===== src/verilog/nfx_cfg.svh =====
`ifndef NFX_CFG_SVH
`define NFX_CFG_SVH
`define NFX_PC_W 12
`define NFX_PC_RST 12'h000
`define NFX_NIB_RST 4'h0
`define NFX_FLAGS_RST 16'h0000
`define NFX_OP_SWAP_H0 8'hf8
`define NFX_OP_SWAP_H1 8'hfc
`define NFX_OP_SWAP_L0 8'hf9
`define NFX_OP_SWAP_L1 8'hfd
`define NFX_OP_INDIRECT_PAGE_JUMP_OP 8'hfa
`define NFX_OP_RT 8'h62
`define NFX_OP_RTI 8'h22
`define NFX_HI_SETF 4'h5
`define NFX_HI_CLRF 4'h1
`define NFX_HI_CZP 4'hb
`define NFX_HI_JMP 5'h0d
`define NFX_HI_CAL 5'h05
`define NFX_HI_BAT 6'h1c
`endif


===== src/verilog/nfx_pkg.sv =====
package nfx_pkg;
  // Working registers that the exchange opcodes touch
  typedef struct packed {
    logic [3:0] pointer_high_nibble;
    logic [3:0] pointer_low_nibble;
    logic [3:0] alt_high_reg0;
    logic [3:0] alt_high_reg1;
    logic [3:0] alt_low_reg0;
    logic [3:0] alt_low_reg1;
  } nfx_wregs_s;

  // Stack request towards the external stack storage
  typedef struct packed {
    logic push;
    logic pop;
    logic [11:0] push_pc;
  } nfx_stack_s;

  typedef enum logic [1:0] {
    NFX_FETCH,
    NFX_OPERAND,
    NFX_WAIT1,
    NFX_WAIT2
  } nfx_state_e;
endpackage


===== src/verilog/nfx_core.sv =====
`timescale 1ns/100ps
`default_nettype none
`include "nfx_cfg.svh"
module nfx_core
  import nfx_pkg::*;
#(
  parameter int PC_W = `NFX_PC_W
) (
  input wire logic clk,
  input wire logic rst,
  output logic [PC_W-1:0] rom_addr,
  input wire logic [7:0] rom_data,
  input wire logic [3:0] accumulator_nibble,
  input wire logic [3:0] ext_nibble,
  input wire logic [PC_W-1:0] stack_top,
  input wire logic saved_carry_flag,
  input wire logic saved_zero_flag,
  output nfx_stack_s stack_req,
  output nfx_wregs_s wregs,
  output logic [15:0] flags,
  output logic zero_flag,
  output logic carry_flag,
  output logic instr_done
);

  nfx_state_e state_q, state_d;
  logic [PC_W-1:0] pc_q, pc_d;
  logic [7:0] op_q, op_d;
  nfx_wregs_s wr_q, wr_d;
  logic [15:0] fl_q, fl_d;
  logic zf_q, zf_d, cf_q, cf_d;
  nfx_stack_s stk_q, stk_d;
  logic done_q, done_d;
  logic [15:0] fl_clr;
  logic [PC_W-1:0] op_pc;

  // Timing in short:
  //   one-byte ops act on the edge that decodes them
  //   two-byte ops read the operand on the next edge
  //   page jump holds the PC for two edges, lands on the third
  // instr_done rises the cycle after the last edge of each op.
  // The stack storage is outside; only push/pop pulses and the
  // value to push leave here, and stack_top is read as it stands.
  // No stall input: the ROM must answer within the same cycle,
  // because the byte at rom_addr is decoded on every fetch and operand edge.
  // Unknown opcodes fall through as one-byte no-ops, so a stray
  // byte never wedges the sequencer.
  // Jump and branch targets take their page and bank from the
  // opcode's own address, not from the already-advanced PC, so a
  // two-byte op that straddles a page keeps its own page.
  // Trade-off: swap and flag ops update in one edge with no
  // bypass, which is fine since each op sees settled state.

  // Advance the program counter by a small step
  function automatic logic [PC_W-1:0] pc_add(input logic [PC_W-1:0] pc, input logic [1:0] n);
    pc_add = pc + PC_W'(n);
  endfunction

  // Step back from the operand to the opcode's own address
  function automatic logic [PC_W-1:0] pc_back(input logic [PC_W-1:0] pc);
    pc_back = pc - PC_W'(1'b1);
  endfunction

  // Bank jump opcode class
  function automatic logic is_jmp(input logic [7:0] op);
    is_jmp = (op[7:3] == `NFX_HI_JMP);
  endfunction

  // Bank-0 call opcode class
  function automatic logic is_cal(input logic [7:0] op);
    is_cal = (op[7:3] == `NFX_HI_CAL);
  endfunction

  // Accumulator-bit branch opcode class
  function automatic logic is_bat(input logic [7:0] op);
    is_bat = (op[7:2] == `NFX_HI_BAT);
  endfunction

  // Any opcode that owns a second byte
  function automatic logic is_two_byte(input logic [7:0] op);
    is_two_byte = is_jmp(op) || is_cal(op) || is_bat(op);
  endfunction

  // True when the group of four holding flag n is all zero
  function automatic logic grp_zero(input logic [15:0] f, input logic [3:0] n);
    logic [3:0] g;
    g = f[{n[3:2], 2'b00} +: 4];
    grp_zero = (g == 4'h0);
  endfunction

  // Decode and execute; one cycle for most, second byte read in NFX_OPERAND
  always_comb begin
    state_d = state_q;
    pc_d = pc_q;
    op_d = op_q;
    wr_d = wr_q;
    fl_d = fl_q;
    zf_d = zf_q;
    cf_d = cf_q;
    stk_d = '0;
    stk_d.push_pc = stk_q.push_pc;
    done_d = 1'b0;
    op_pc = pc_back(pc_q);
    fl_clr = fl_q;
    fl_clr[rom_data[3:0]] = 1'b0;
    case (state_q)
      NFX_FETCH: begin
        op_d = rom_data;
        pc_d = pc_add(pc_q, 2'd1);
        done_d = 1'b1;
        if (rom_data == `NFX_OP_SWAP_H0) begin
          wr_d.pointer_high_nibble = wr_q.alt_high_reg0;
          wr_d.alt_high_reg0 = wr_q.pointer_high_nibble;
        end else if (rom_data == `NFX_OP_SWAP_H1) begin
          wr_d.pointer_high_nibble = wr_q.alt_high_reg1;
          wr_d.alt_high_reg1 = wr_q.pointer_high_nibble;
        end else if (rom_data == `NFX_OP_SWAP_L0) begin
          wr_d.pointer_low_nibble = wr_q.alt_low_reg0;
          wr_d.alt_low_reg0 = wr_q.pointer_low_nibble;
        end else if (rom_data == `NFX_OP_SWAP_L1) begin
          wr_d.pointer_low_nibble = wr_q.alt_low_reg1;
          wr_d.alt_low_reg1 = wr_q.pointer_low_nibble;
        end else if (rom_data == `NFX_OP_INDIRECT_PAGE_JUMP_OP) begin
          // Hold PC; the page jump lands at the end of the third cycle
          pc_d = pc_q;
          done_d = 1'b0;
          state_d = NFX_WAIT1;
        end else if (rom_data == `NFX_OP_RT) begin
          pc_d = stack_top;
          stk_d.pop = 1'b1;
        end else if (rom_data == `NFX_OP_RTI) begin
          pc_d = stack_top;
          stk_d.pop = 1'b1;
          cf_d = saved_carry_flag;
          zf_d = saved_zero_flag;
        end else if (rom_data[7:4] == `NFX_HI_SETF) begin
          fl_d[rom_data[3:0]] = 1'b1;
        end else if (rom_data[7:4] == `NFX_HI_CLRF) begin
          fl_d = fl_clr;
          zf_d = grp_zero(fl_clr, rom_data[3:0]);
        end else if (rom_data[7:4] == `NFX_HI_CZP) begin
          stk_d.push = 1'b1;
          stk_d.push_pc = pc_add(pc_q, 2'd1);
          pc_d = '0;
          pc_d[5:2] = rom_data[3:0];
        end else if (is_two_byte(rom_data)) begin
          // Operand follows; PC already steps onto it
          done_d = 1'b0;
          state_d = NFX_OPERAND;
        end
      end
      NFX_OPERAND: begin
        // pc_q already points past the opcode, at the operand byte
        state_d = NFX_FETCH;
        done_d = 1'b1;
        pc_d = pc_add(pc_q, 2'd1);
        // Jump bank and branch page come from the opcode address, op_pc; calls use bank 0
        if (is_jmp(op_q)) begin
          pc_d = {op_pc[PC_W-1], op_q[2:0], rom_data};
        end else if (is_cal(op_q)) begin
          stk_d.push = 1'b1;
          stk_d.push_pc = pc_add(pc_q, 2'd1);
          pc_d = {1'b0, op_q[2:0], rom_data};
        end else if (is_bat(op_q) && accumulator_nibble[op_q[1:0]]) begin
          pc_d = {op_pc[PC_W-1:8], rom_data};
        end
        // Untaken branch keeps the step past both bytes
      end
      NFX_WAIT1: begin
        state_d = NFX_WAIT2;
      end
      NFX_WAIT2: begin
        // Extension and accumulator are sampled late, after the opcode settles
        pc_d = {pc_q[PC_W-1:8], ext_nibble, accumulator_nibble};
        state_d = NFX_FETCH;
        done_d = 1'b1;
      end
      default: begin
        state_d = NFX_FETCH;
      end
    endcase
  end

  // Register all state
  always_ff @(posedge clk or posedge rst) begin
    if (rst) begin
      state_q <= NFX_FETCH;
      pc_q <= `NFX_PC_RST;
      op_q <= 8'h00;
      wr_q <= {6{`NFX_NIB_RST}};
      fl_q <= `NFX_FLAGS_RST;
      zf_q <= 1'b0;
      cf_q <= 1'b0;
      stk_q <= '0;
      done_q <= 1'b0;
    end else begin
      state_q <= state_d;
      pc_q <= pc_d;
      op_q <= op_d;
      wr_q <= wr_d;
      fl_q <= fl_d;
      zf_q <= zf_d;
      cf_q <= cf_d;
      stk_q <= stk_d;
      done_q <= done_d;
    end
  end

  // All outputs come straight from flip-flops
  assign rom_addr = pc_q;
  assign stack_req = stk_q;
  assign wregs = wr_q;
  assign flags = fl_q;
  assign zero_flag = zf_q;
  assign carry_flag = cf_q;
  assign instr_done = done_q;

endmodule
`default_nettype wire


===== config.mk =====
export PLATFORM = sky130hd
export DESIGN_NAME = nfx_core
export DESIGN_NICKNAME = d
export VERILOG_FILES = /design/src/verilog/nfx_pkg.sv /design/src/verilog/nfx_core.sv
export VERILOG_INCLUDE_DIRS = /design/src /design/src/verilog
export SDC_FILE = /design/constraint.sdc
export NUM_CORES = 1
export LEC_CHECK = 0
export BUFFER_PORTS_ARGS = -buffer_cell sky130_fd_sc_hd__buf_4
export CAP_MARGIN = 0
export CORE_MARGIN = 1
export CORE_UTILIZATION = 40
export DETAILED_ROUTE_END_ITERATION = 16
export HOLD_SLACK_MARGIN = 0.08
export PLACE_DENSITY = 0.69
export SLEW_MARGIN = 30
export SYNTH_ARGS = -nofsm -noshare
export SYNTH_HDL_FRONTEND = slang
export SYNTH_SLANG_ARGS = --single-unit

===== constraint.sdc =====
create_clock -name clk -period 2.92 [get_ports clk]
set_input_delay 0.146 -clock clk [delete_from_list [all_inputs] [get_ports clk]]
set_output_delay 0.146 -clock clk [all_outputs]
set_load 0.02 [all_outputs]

==> run summary, run 1 <==
Tcrit/Tclk final: 78.5%
Ant. Diodes: 0
Max VDD drop: 0.000442 V
CP endpoint kind: register
F_max: 0.436 GHz
Initial antenna violation count: 0
Worst r2r dst: zero_flag
Reg-to-Reg Start: state_q[0]
Max cap viols: 0
Die area: 0.0116 mm2
Final Hold Vio Count: 0
Capture point of the critical path: zero_flag
Yosys warning count: 0
Most common cell after layout, fill and taps aside: buf_4
Post-synth top flop: dfrtp_1
Util after Layout: 51.1%
Max stage delay cell, worst path: dfrtp_1
# DRC: 0
Vias in the first global route: 3896
Root Driver: clkbuf_8
Die height: 108 um
Most frequent cells in the layout: 105 x buf_4, 79 x dfrtp_1, 51 x mux2_2, 49 x nand2_1, 31 x nor2_1
Final Wtd Congestion: 0.941
TritonCTS clock tree: done
Async SR Flop Fraction: 100%
Leak pwr: 2.53 nW
Pwr per Cell Area: 672 mW/mm2
Post-Syn Instances: 441
DR vias: 3934
Status: finished clean
Syn Nets: 475
Crit path launch: state_q[0]
Clk_lat worst skew: 360 ps
Seq/Total Area, Yosys: 44.2%
# nets final: 569
Worst path depth: 5
Syn_area_per_cell: 10.1 um2
DRT Wirelength: 13000 um
Worst setup SP type: register
Flop-to-flop setup slack: 630 ps
Die X: 108 um
Worst slew pin tran: 823 ps
Worst R2R Path Depth: 5
Fin cells: 680
Crit-path max FO: 12
Critical Setup Path Class: register to register
Final Max Tran Viols: 0
Synth Register Bits: 79
Initial core utilization: 41.1%
Starting DRC count in detailed routing: 348
Placed insts: 662
Via density: 5.79
CTS buffer count: 9
First-pass GRT wire length: 20800 um
Post-CTS Repair Setup Buffers: 0
Hold Crit Class: input port to register
Hold slack final: 130 ps
Skew final: 12.1 ps
Largest net degree at the start of global routing: 46
Worst slew margin: 44.3%
Slowest stage delay, CP: 640 ps
Synth cell types: 67
Core area: 0.0109 mm2
Antenna Nets Post-Route: 0
Setup TNS: 0 ps
Number of enable flip-flop cells after synthesis: 0
Maximum clock insertion buffer count: 2
Area growth, synth to finish: 24.5%
Pwr Total: 0.00374 W
Row cnt: 38
DR pass1 iterations: 6
Total Routing Usage GR: 23.7%
Clk slew on worst S/H paths: 80 ps
Worst Path Buf+Inv: 1
Hold Path Depth: 2
Crit-path cells: buf_4 > o41a_1 > nand2_1 > nor4_1 > mux2_2
Htree depth: 3
Minimum clock period: 2290 ps
GRT overflow: 0
# IOs: 101
CP top delay family: flip-flops
Synth Cell Area: 0.00447 mm2
Setup Viol. Count Final: 0
Worst Path Arrival: 2530 ps
# clock sinks: 79
Routed WL per cell: 19.1 um
Port bufs: 100
WP data required: 3160 ps
Fraction of layout cells with a size suffix above 1: 35.2%
RSZ-0062 raised after global routing: no
Placed wire-length estimate: 9600 um
## per-stage QoR
step | setup slack [ps] | cell area (um2)
finish | 627 | 5570
CTS | 634 | 5570
floorplan | 751 | 4470
detailed placement | 659 | 5340
global route | 435 | 5570
global placement | 617 | 5340
## repair_timing
item / CTS / global route
hold endpoints to repair: 35 / 0
gates resized for setup: 0 / 0
hold buffers: 2 / 0
## worst min path at each step
stage / from / end
2_1_floorplan: saved_carry_flag / carry_flag
3_3_place_gp: rst / async pin
3_5_place_dp: rst / async pin
4_1_cts: rom_data[6] / op_q[6]
5_1_grt: rom_data[6] / op_q[6]
6_report: rom_data[6] / op_q[6]
## cell type report
cell class / instances / area [um2]
sequential: 79 / 1980
inverter: 11 / 41.3
clock inverter: 6 / 68.8
timing repair buffer: 108 / 828
multi-input combinational: 326 / 2340
tap: 140 / 175
fill: 977 / 5320
clock buffer: 10 / 138
## cells in the mapped netlist, types with 2 or more instances
cell type / n / area share, %
dfrtp_1: 79 / 44
mux2_2: 51 / 13
nand2_1: 49 / 4.1
nor2_1: 31 / 2.6
o21ai_0: 23 / 2.6
a21oi_1: 15 / 1.7
clkbuf_1: 13 / 1.1
mux2i_1: 13 / 2.9
nand3_1: 13 / 1.5
nor3_1: 10 / 1.1
inv_1: 9 / 0.76
o221ai_1: 9 / 1.8
a31oi_1: 8 / 1.1
and3_1: 8 / 1.1
buf_2: 8 / 0.90
xnor2_1: 7 / 1.4
nand2b_1: 6 / 0.84
nor2b_1: 5 / 0.70
and2_1: 4 / 0.56
nand4_1: 4 / 0.56
o211ai_1: 4 / 0.67
o31ai_1: 4 / 0.67
a221o_1: 3 / 0.67
a221oi_1: 3 / 0.59
a31o_2: 3 / 0.59
mux4_2: 3 / 1.5
o21a_1: 3 / 0.50
xor2_1: 3 / 0.59
a211oi_1: 2 / 0.34
a2bb2oi_1: 2 / 0.39
and4_1: 2 / 0.39
buf_1: 2 / 0.17
ha_1: 2 / 0.56
nor3b_1: 2 / 0.34
nor4_1: 2 / 0.28
nor4_2: 2 / 0.56
nor4bb_1: 2 / 0.45
o22ai_1: 2 / 0.28
or3_1: 2 / 0.28
## cell families (layout without fill, tap and decap cells)
family,count (synthesis),in the layout,synth area share [%]
muxes,67,67,17.3
buffers and inverters,36,135,3.50
and+or+nand+nor,154,154,18.0
adders and majority gates,2,2,0.559
xor gates and xnor gates,10,10,1.96
AOI/OAI and AO/OA,93,93,14.5
DFF,79,79,44.2
## report_power, final
| group | internal, W | switching (W) | leakage, nW |
|---|---|---|---|
| combinational | 0.000595 | 0.000751 | 1.40 |
| clock | 0.000423 | 0.000428 | 0.103 |
| sequential | 0.00128 | 0.000268 | 1.03 |
## routing by layer
metal	share of wire (%)	track usage, %
met2	48	37.6
met4	1.3	7.63
met5	0	0
met1	45	32.3
met3	6.6	4.84
No activity file was read; power rests on OpenSTA's default activity.
==> run 2, diff against run 1 <==
ABC_AREA = 1   (was not set)
clock period = 2.2 ns   (was 2.92 ns; I/O delays follow)
==> run summary, run 2 <==
Status: finished clean (unchanged)
Top-count cell post-synth: nand2_1 (was dfrtp_1)
Final Wtd Congestion: 0.928 (was 0.941)
Post-CTS sizing: 0 (unchanged)
Minimum clock period: 1970 ps (was 2290 ps)
Maximum clock insertion buffer count: 2 (unchanged)
Setup TNS: 0 ps (unchanged)
Clk_lat worst skew: 350 ps (was 360 ps)
Root Driver: clkbuf_16 (was clkbuf_8)
WP data required: 2440 ps (was 3160 ps)
Top cell type's share of synthesized area: 43.3% (was 44.2%)
# nets final: 774 (was 569)
Area growth, synth to finish: 28.8% (was 24.5%)
DR pass1 iterations: 7 (was 6)
Post-synth top flop: dfrtp_1 (unchanged)
Leak pwr: 3.00 nW (was 2.53 nW)
Critical Setup Path Class: register to register (unchanged)
TritonCTS clock tree: done (unchanged)
Sink of the worst hold path: op_q[6] (unchanged)
Number of enable flip-flop cells after synthesis: 0 (unchanged)
Hold-fix buffers at CTS: 8 (was 2)
Synth Cell Area: 0.00457 mm2 (was 0.00447 mm2)
Antenna Nets Post-Route: 0 (unchanged)
Vias in the first global route: 4492 (was 3896)
Post-synth top cells: 179 x nand2_1, 79 x dfrtp_1, 71 x inv_1 (was 79 x dfrtp_1, 51 x mux2_2, 49 x nand2_1)
Async SR Flop Fraction: 100% (unchanged)
Port bufs: 100 (unchanged)
Setup Viol. Count Final: 0 (unchanged)
Fraction of layout cells with a size suffix above 1: 21.5% (was 35.2%)
CP endpoint kind: register (unchanged)
Routed WL per cell: 15.5 um (was 19.1 um)
Initial antenna violation count: 0 (unchanged)
Max VDD drop: 0.000560 V (was 0.000442 V)
Row cnt: 38 (unchanged)
DR vias: 4653 (was 3934)
RSZ-0062 raised after global routing: no (unchanged)
DRT Wirelength: 13700 um (was 13000 um)
Worst r2r dst: rom_addr[11] (was zero_flag)
Syn Nets: 659 (was 475)
Die area: 0.0119 mm2 (was 0.0116 mm2)
Post-CTS Repair Setup Buffers: 0 (unchanged)
Yosys warning count: 0 (unchanged)
First-pass GRT wire length: 22300 um (was 20800 um)
Metal3 WL: 858 um (was 850 um)
Htree depth: 3 (unchanged)
# IOs: 101 (unchanged)
Core area: 0.0110 mm2 (was 0.0109 mm2)
F_max: 0.507 GHz (was 0.436 GHz)
Area leader, netlist: dfrtp_1 (unchanged)
GRT overflow: 0 (unchanged)
Pwr per Cell Area: 1000 mW/mm2 (was 672 mW/mm2)
Tcrit/Tclk final: 89.7% (was 78.5%)
Largest net degree at the start of global routing: 44 (was 46)
Flop-to-flop setup slack: 230 ps (was 630 ps)
Most frequent cells in the layout: 179 x nand2_1, 110 x buf_4, 79 x dfrtp_1, 70 x inv_1, 60 x nand3_1 (was 105 x buf_4, 79 x dfrtp_1, 51 x mux2_2, 49 x nand2_1, 31 x nor2_1)
Total Routing Usage GR: 24.5% (was 23.7%)
Ant. Diodes: 0 (unchanged)
Met1 wire length: 6190 um (was 5780 um)
Placed insts: 861 (was 662)
Worst Path Arrival: 2220 ps (was 2530 ps)
Initial core utilization: 41.6% (was 41.1%)
Worst slew pin tran: 655 ps (was 823 ps)
Fin cells: 885 (was 680)
CTS buffer count: 9 (unchanged)
Starting DRC count in detailed routing: 307 (was 348)
Reg-to-Reg Start: op_q[0] (was state_q[0])
Hold Crit Class: input port to register (unchanged)
Top cells by area, synth: dfrtp_1 43%, nand2_1 15%, nand3_1 6.6% (was dfrtp_1 44%, mux2_2 13%, nand2_1 4.1%)
Clk slew on worst S/H paths: 70 ps (was 80 ps)
Met2 WL post-DR: 6410 um (was 6170 um)
Worst R2R Path Depth: 13 (was 5)
# clock sinks: 79 (unchanged)
Die X: 109 um (was 108 um)
Post-Syn Instances: 625 (was 441)
Skew final: 7.12 ps (was 12.1 ps)
Top Metal Used: met4 (unchanged)
Synth Register Bits: 79 (unchanged)
Final Hold Vio Count: 0 (unchanged)
Via density: 5.26 (was 5.79)
Util after Layout: 53.6% (was 51.1%)
Worst slew margin: 56.3% (was 44.3%)
# fillers: 1040 (was 977)
Placed wire-length estimate: 10500 um (was 9600 um)
Syn_area_per_cell: 7.31 um2 (was 10.1 um2)
Max cap viols: 0 (unchanged)
Synth cell types: 40 (was 67)
Worst setup SP type: register (unchanged)
Hold Path Depth: 3 (was 2)
Final Max Tran Viols: 0 (unchanged)
Crit-path max FO: 9 (was 12)
Die height: 109 um (was 108 um)
Most common cell after layout, fill and taps aside: nand2_1 (was buf_4)
Worst hold start: rom_data[6] (unchanged)
Seq/Total Area, Yosys: 43.3% (was 44.2%)
# DRC: 0 (unchanged)
-- run 2: cell types whose count changed in the layout (fill, tap and decap cells not counted), sizes merged, moves of 8 or more --
| cell | previous run | this run |
|---|---|---|
| mux2 | 51 | 5 |
| and3 | 8 | 0 |
| mux2i | 13 | 0 |
| nand2 | 50 | 186 |
| nand3 | 13 | 61 |
| a21oi | 15 | 27 |
| o221ai | 9 | 0 |
| inv | 11 | 85 |
| nor2 | 31 | 53 |
| o21ai | 25 | 71 |
-- run 2: report_power, final --
| group | switching [W] | internal, W | total, W |
|---|---|---|---|
| logic | 0.00134 | 0.000854 | 0.00219 |
| registers | 0.000354 | 0.00176 | 0.00211 |
| clock network | 0.000675 | 0.000906 | 0.00158 |
-- run 2: per-layer routing --
metal	GRT usage [%]	vias to the layer above
met5	0	-
met4	8.49	0
met3	4.30	25
met2	39.3	175
met1	33.4	2180
li1	-	2273
-- run 2: final cells by class --
class | instances | area, um2 | area share, %
repair buffers | 119 | 926 | 15.7
clock inverters | 7 | 85.1 | 1.45
clock buffers | 9 | 225 | 3.83
well taps | 140 | 175 | 2.98
multi-input cells | 450 | 2190 | 37.2
inverters | 81 | 305 | 5.19
flip-flops and latches | 79 | 1980 | 33.6
-- run 2: metrics by stage --
step / area (um2) / hold slack (ps) / power (W) / setup slack (ps)
after floorplan: 4570 / 231 / 0.00341 / 66.6
after global placement: 5500 / 220 / 0.00430 / 282
after detailed placement: 5500 / 228 / 0.00432 / 284
after CTS: 5890 / 98.1 / 0.00591 / 266
after global routing: 5890 / 116 / 0.00626 / 88.5
final: 5890 / 109 / 0.00589 / 227
-- run 2: worst max path at each step --
stage	start	endpoint	slack, ps	depth (start not counted)
2_1_floorplan	rst	async pin	70	1
3_3_place_gp	op_q[0]	rom_addr[11]	280	13
3_5_place_dp	op_q[0]	rom_addr[8]	280	13
4_1_cts	op_q[0]	rom_addr[8]	270	13
5_1_grt	op_q[0]	rom_addr[11]	90	13
6_report	op_q[0]	rom_addr[11]	230	13
-- run 2: critical path, cell delays in order (launching register included) --
cell     delay, ps
dfrtp_1        420
inv_1          110
nand2_1         60
nand3_1         70
nand2_1        110
nor2_1         390
nor2_1         160
buf_4          210
nand2_1         60
nand3_1         70
nand2_1         60
nand2_1         60
nand2_1         50
nand2_1         40
-- run 2: cells by family (layout without fill, tap and decap cells) --
| kind of cell | after synthesis | after routing | share of synthesized area (%) |
|---|---|---|---|
| AND/OR/NAND/NOR | 325 | 325 | 31.6 |
| XOR/XNOR | 3 | 3 | 0.575 |
| AO/OA/AOI/OAI | 115 | 115 | 14.0 |
| buffers and inverters | 96 | 216 | 8.74 |
| adder cells (fa/ha/maj) | 2 | 2 | 0.548 |
| multiplexers | 5 | 5 | 1.23 |
| flip-flops | 79 | 79 | 43.3 |
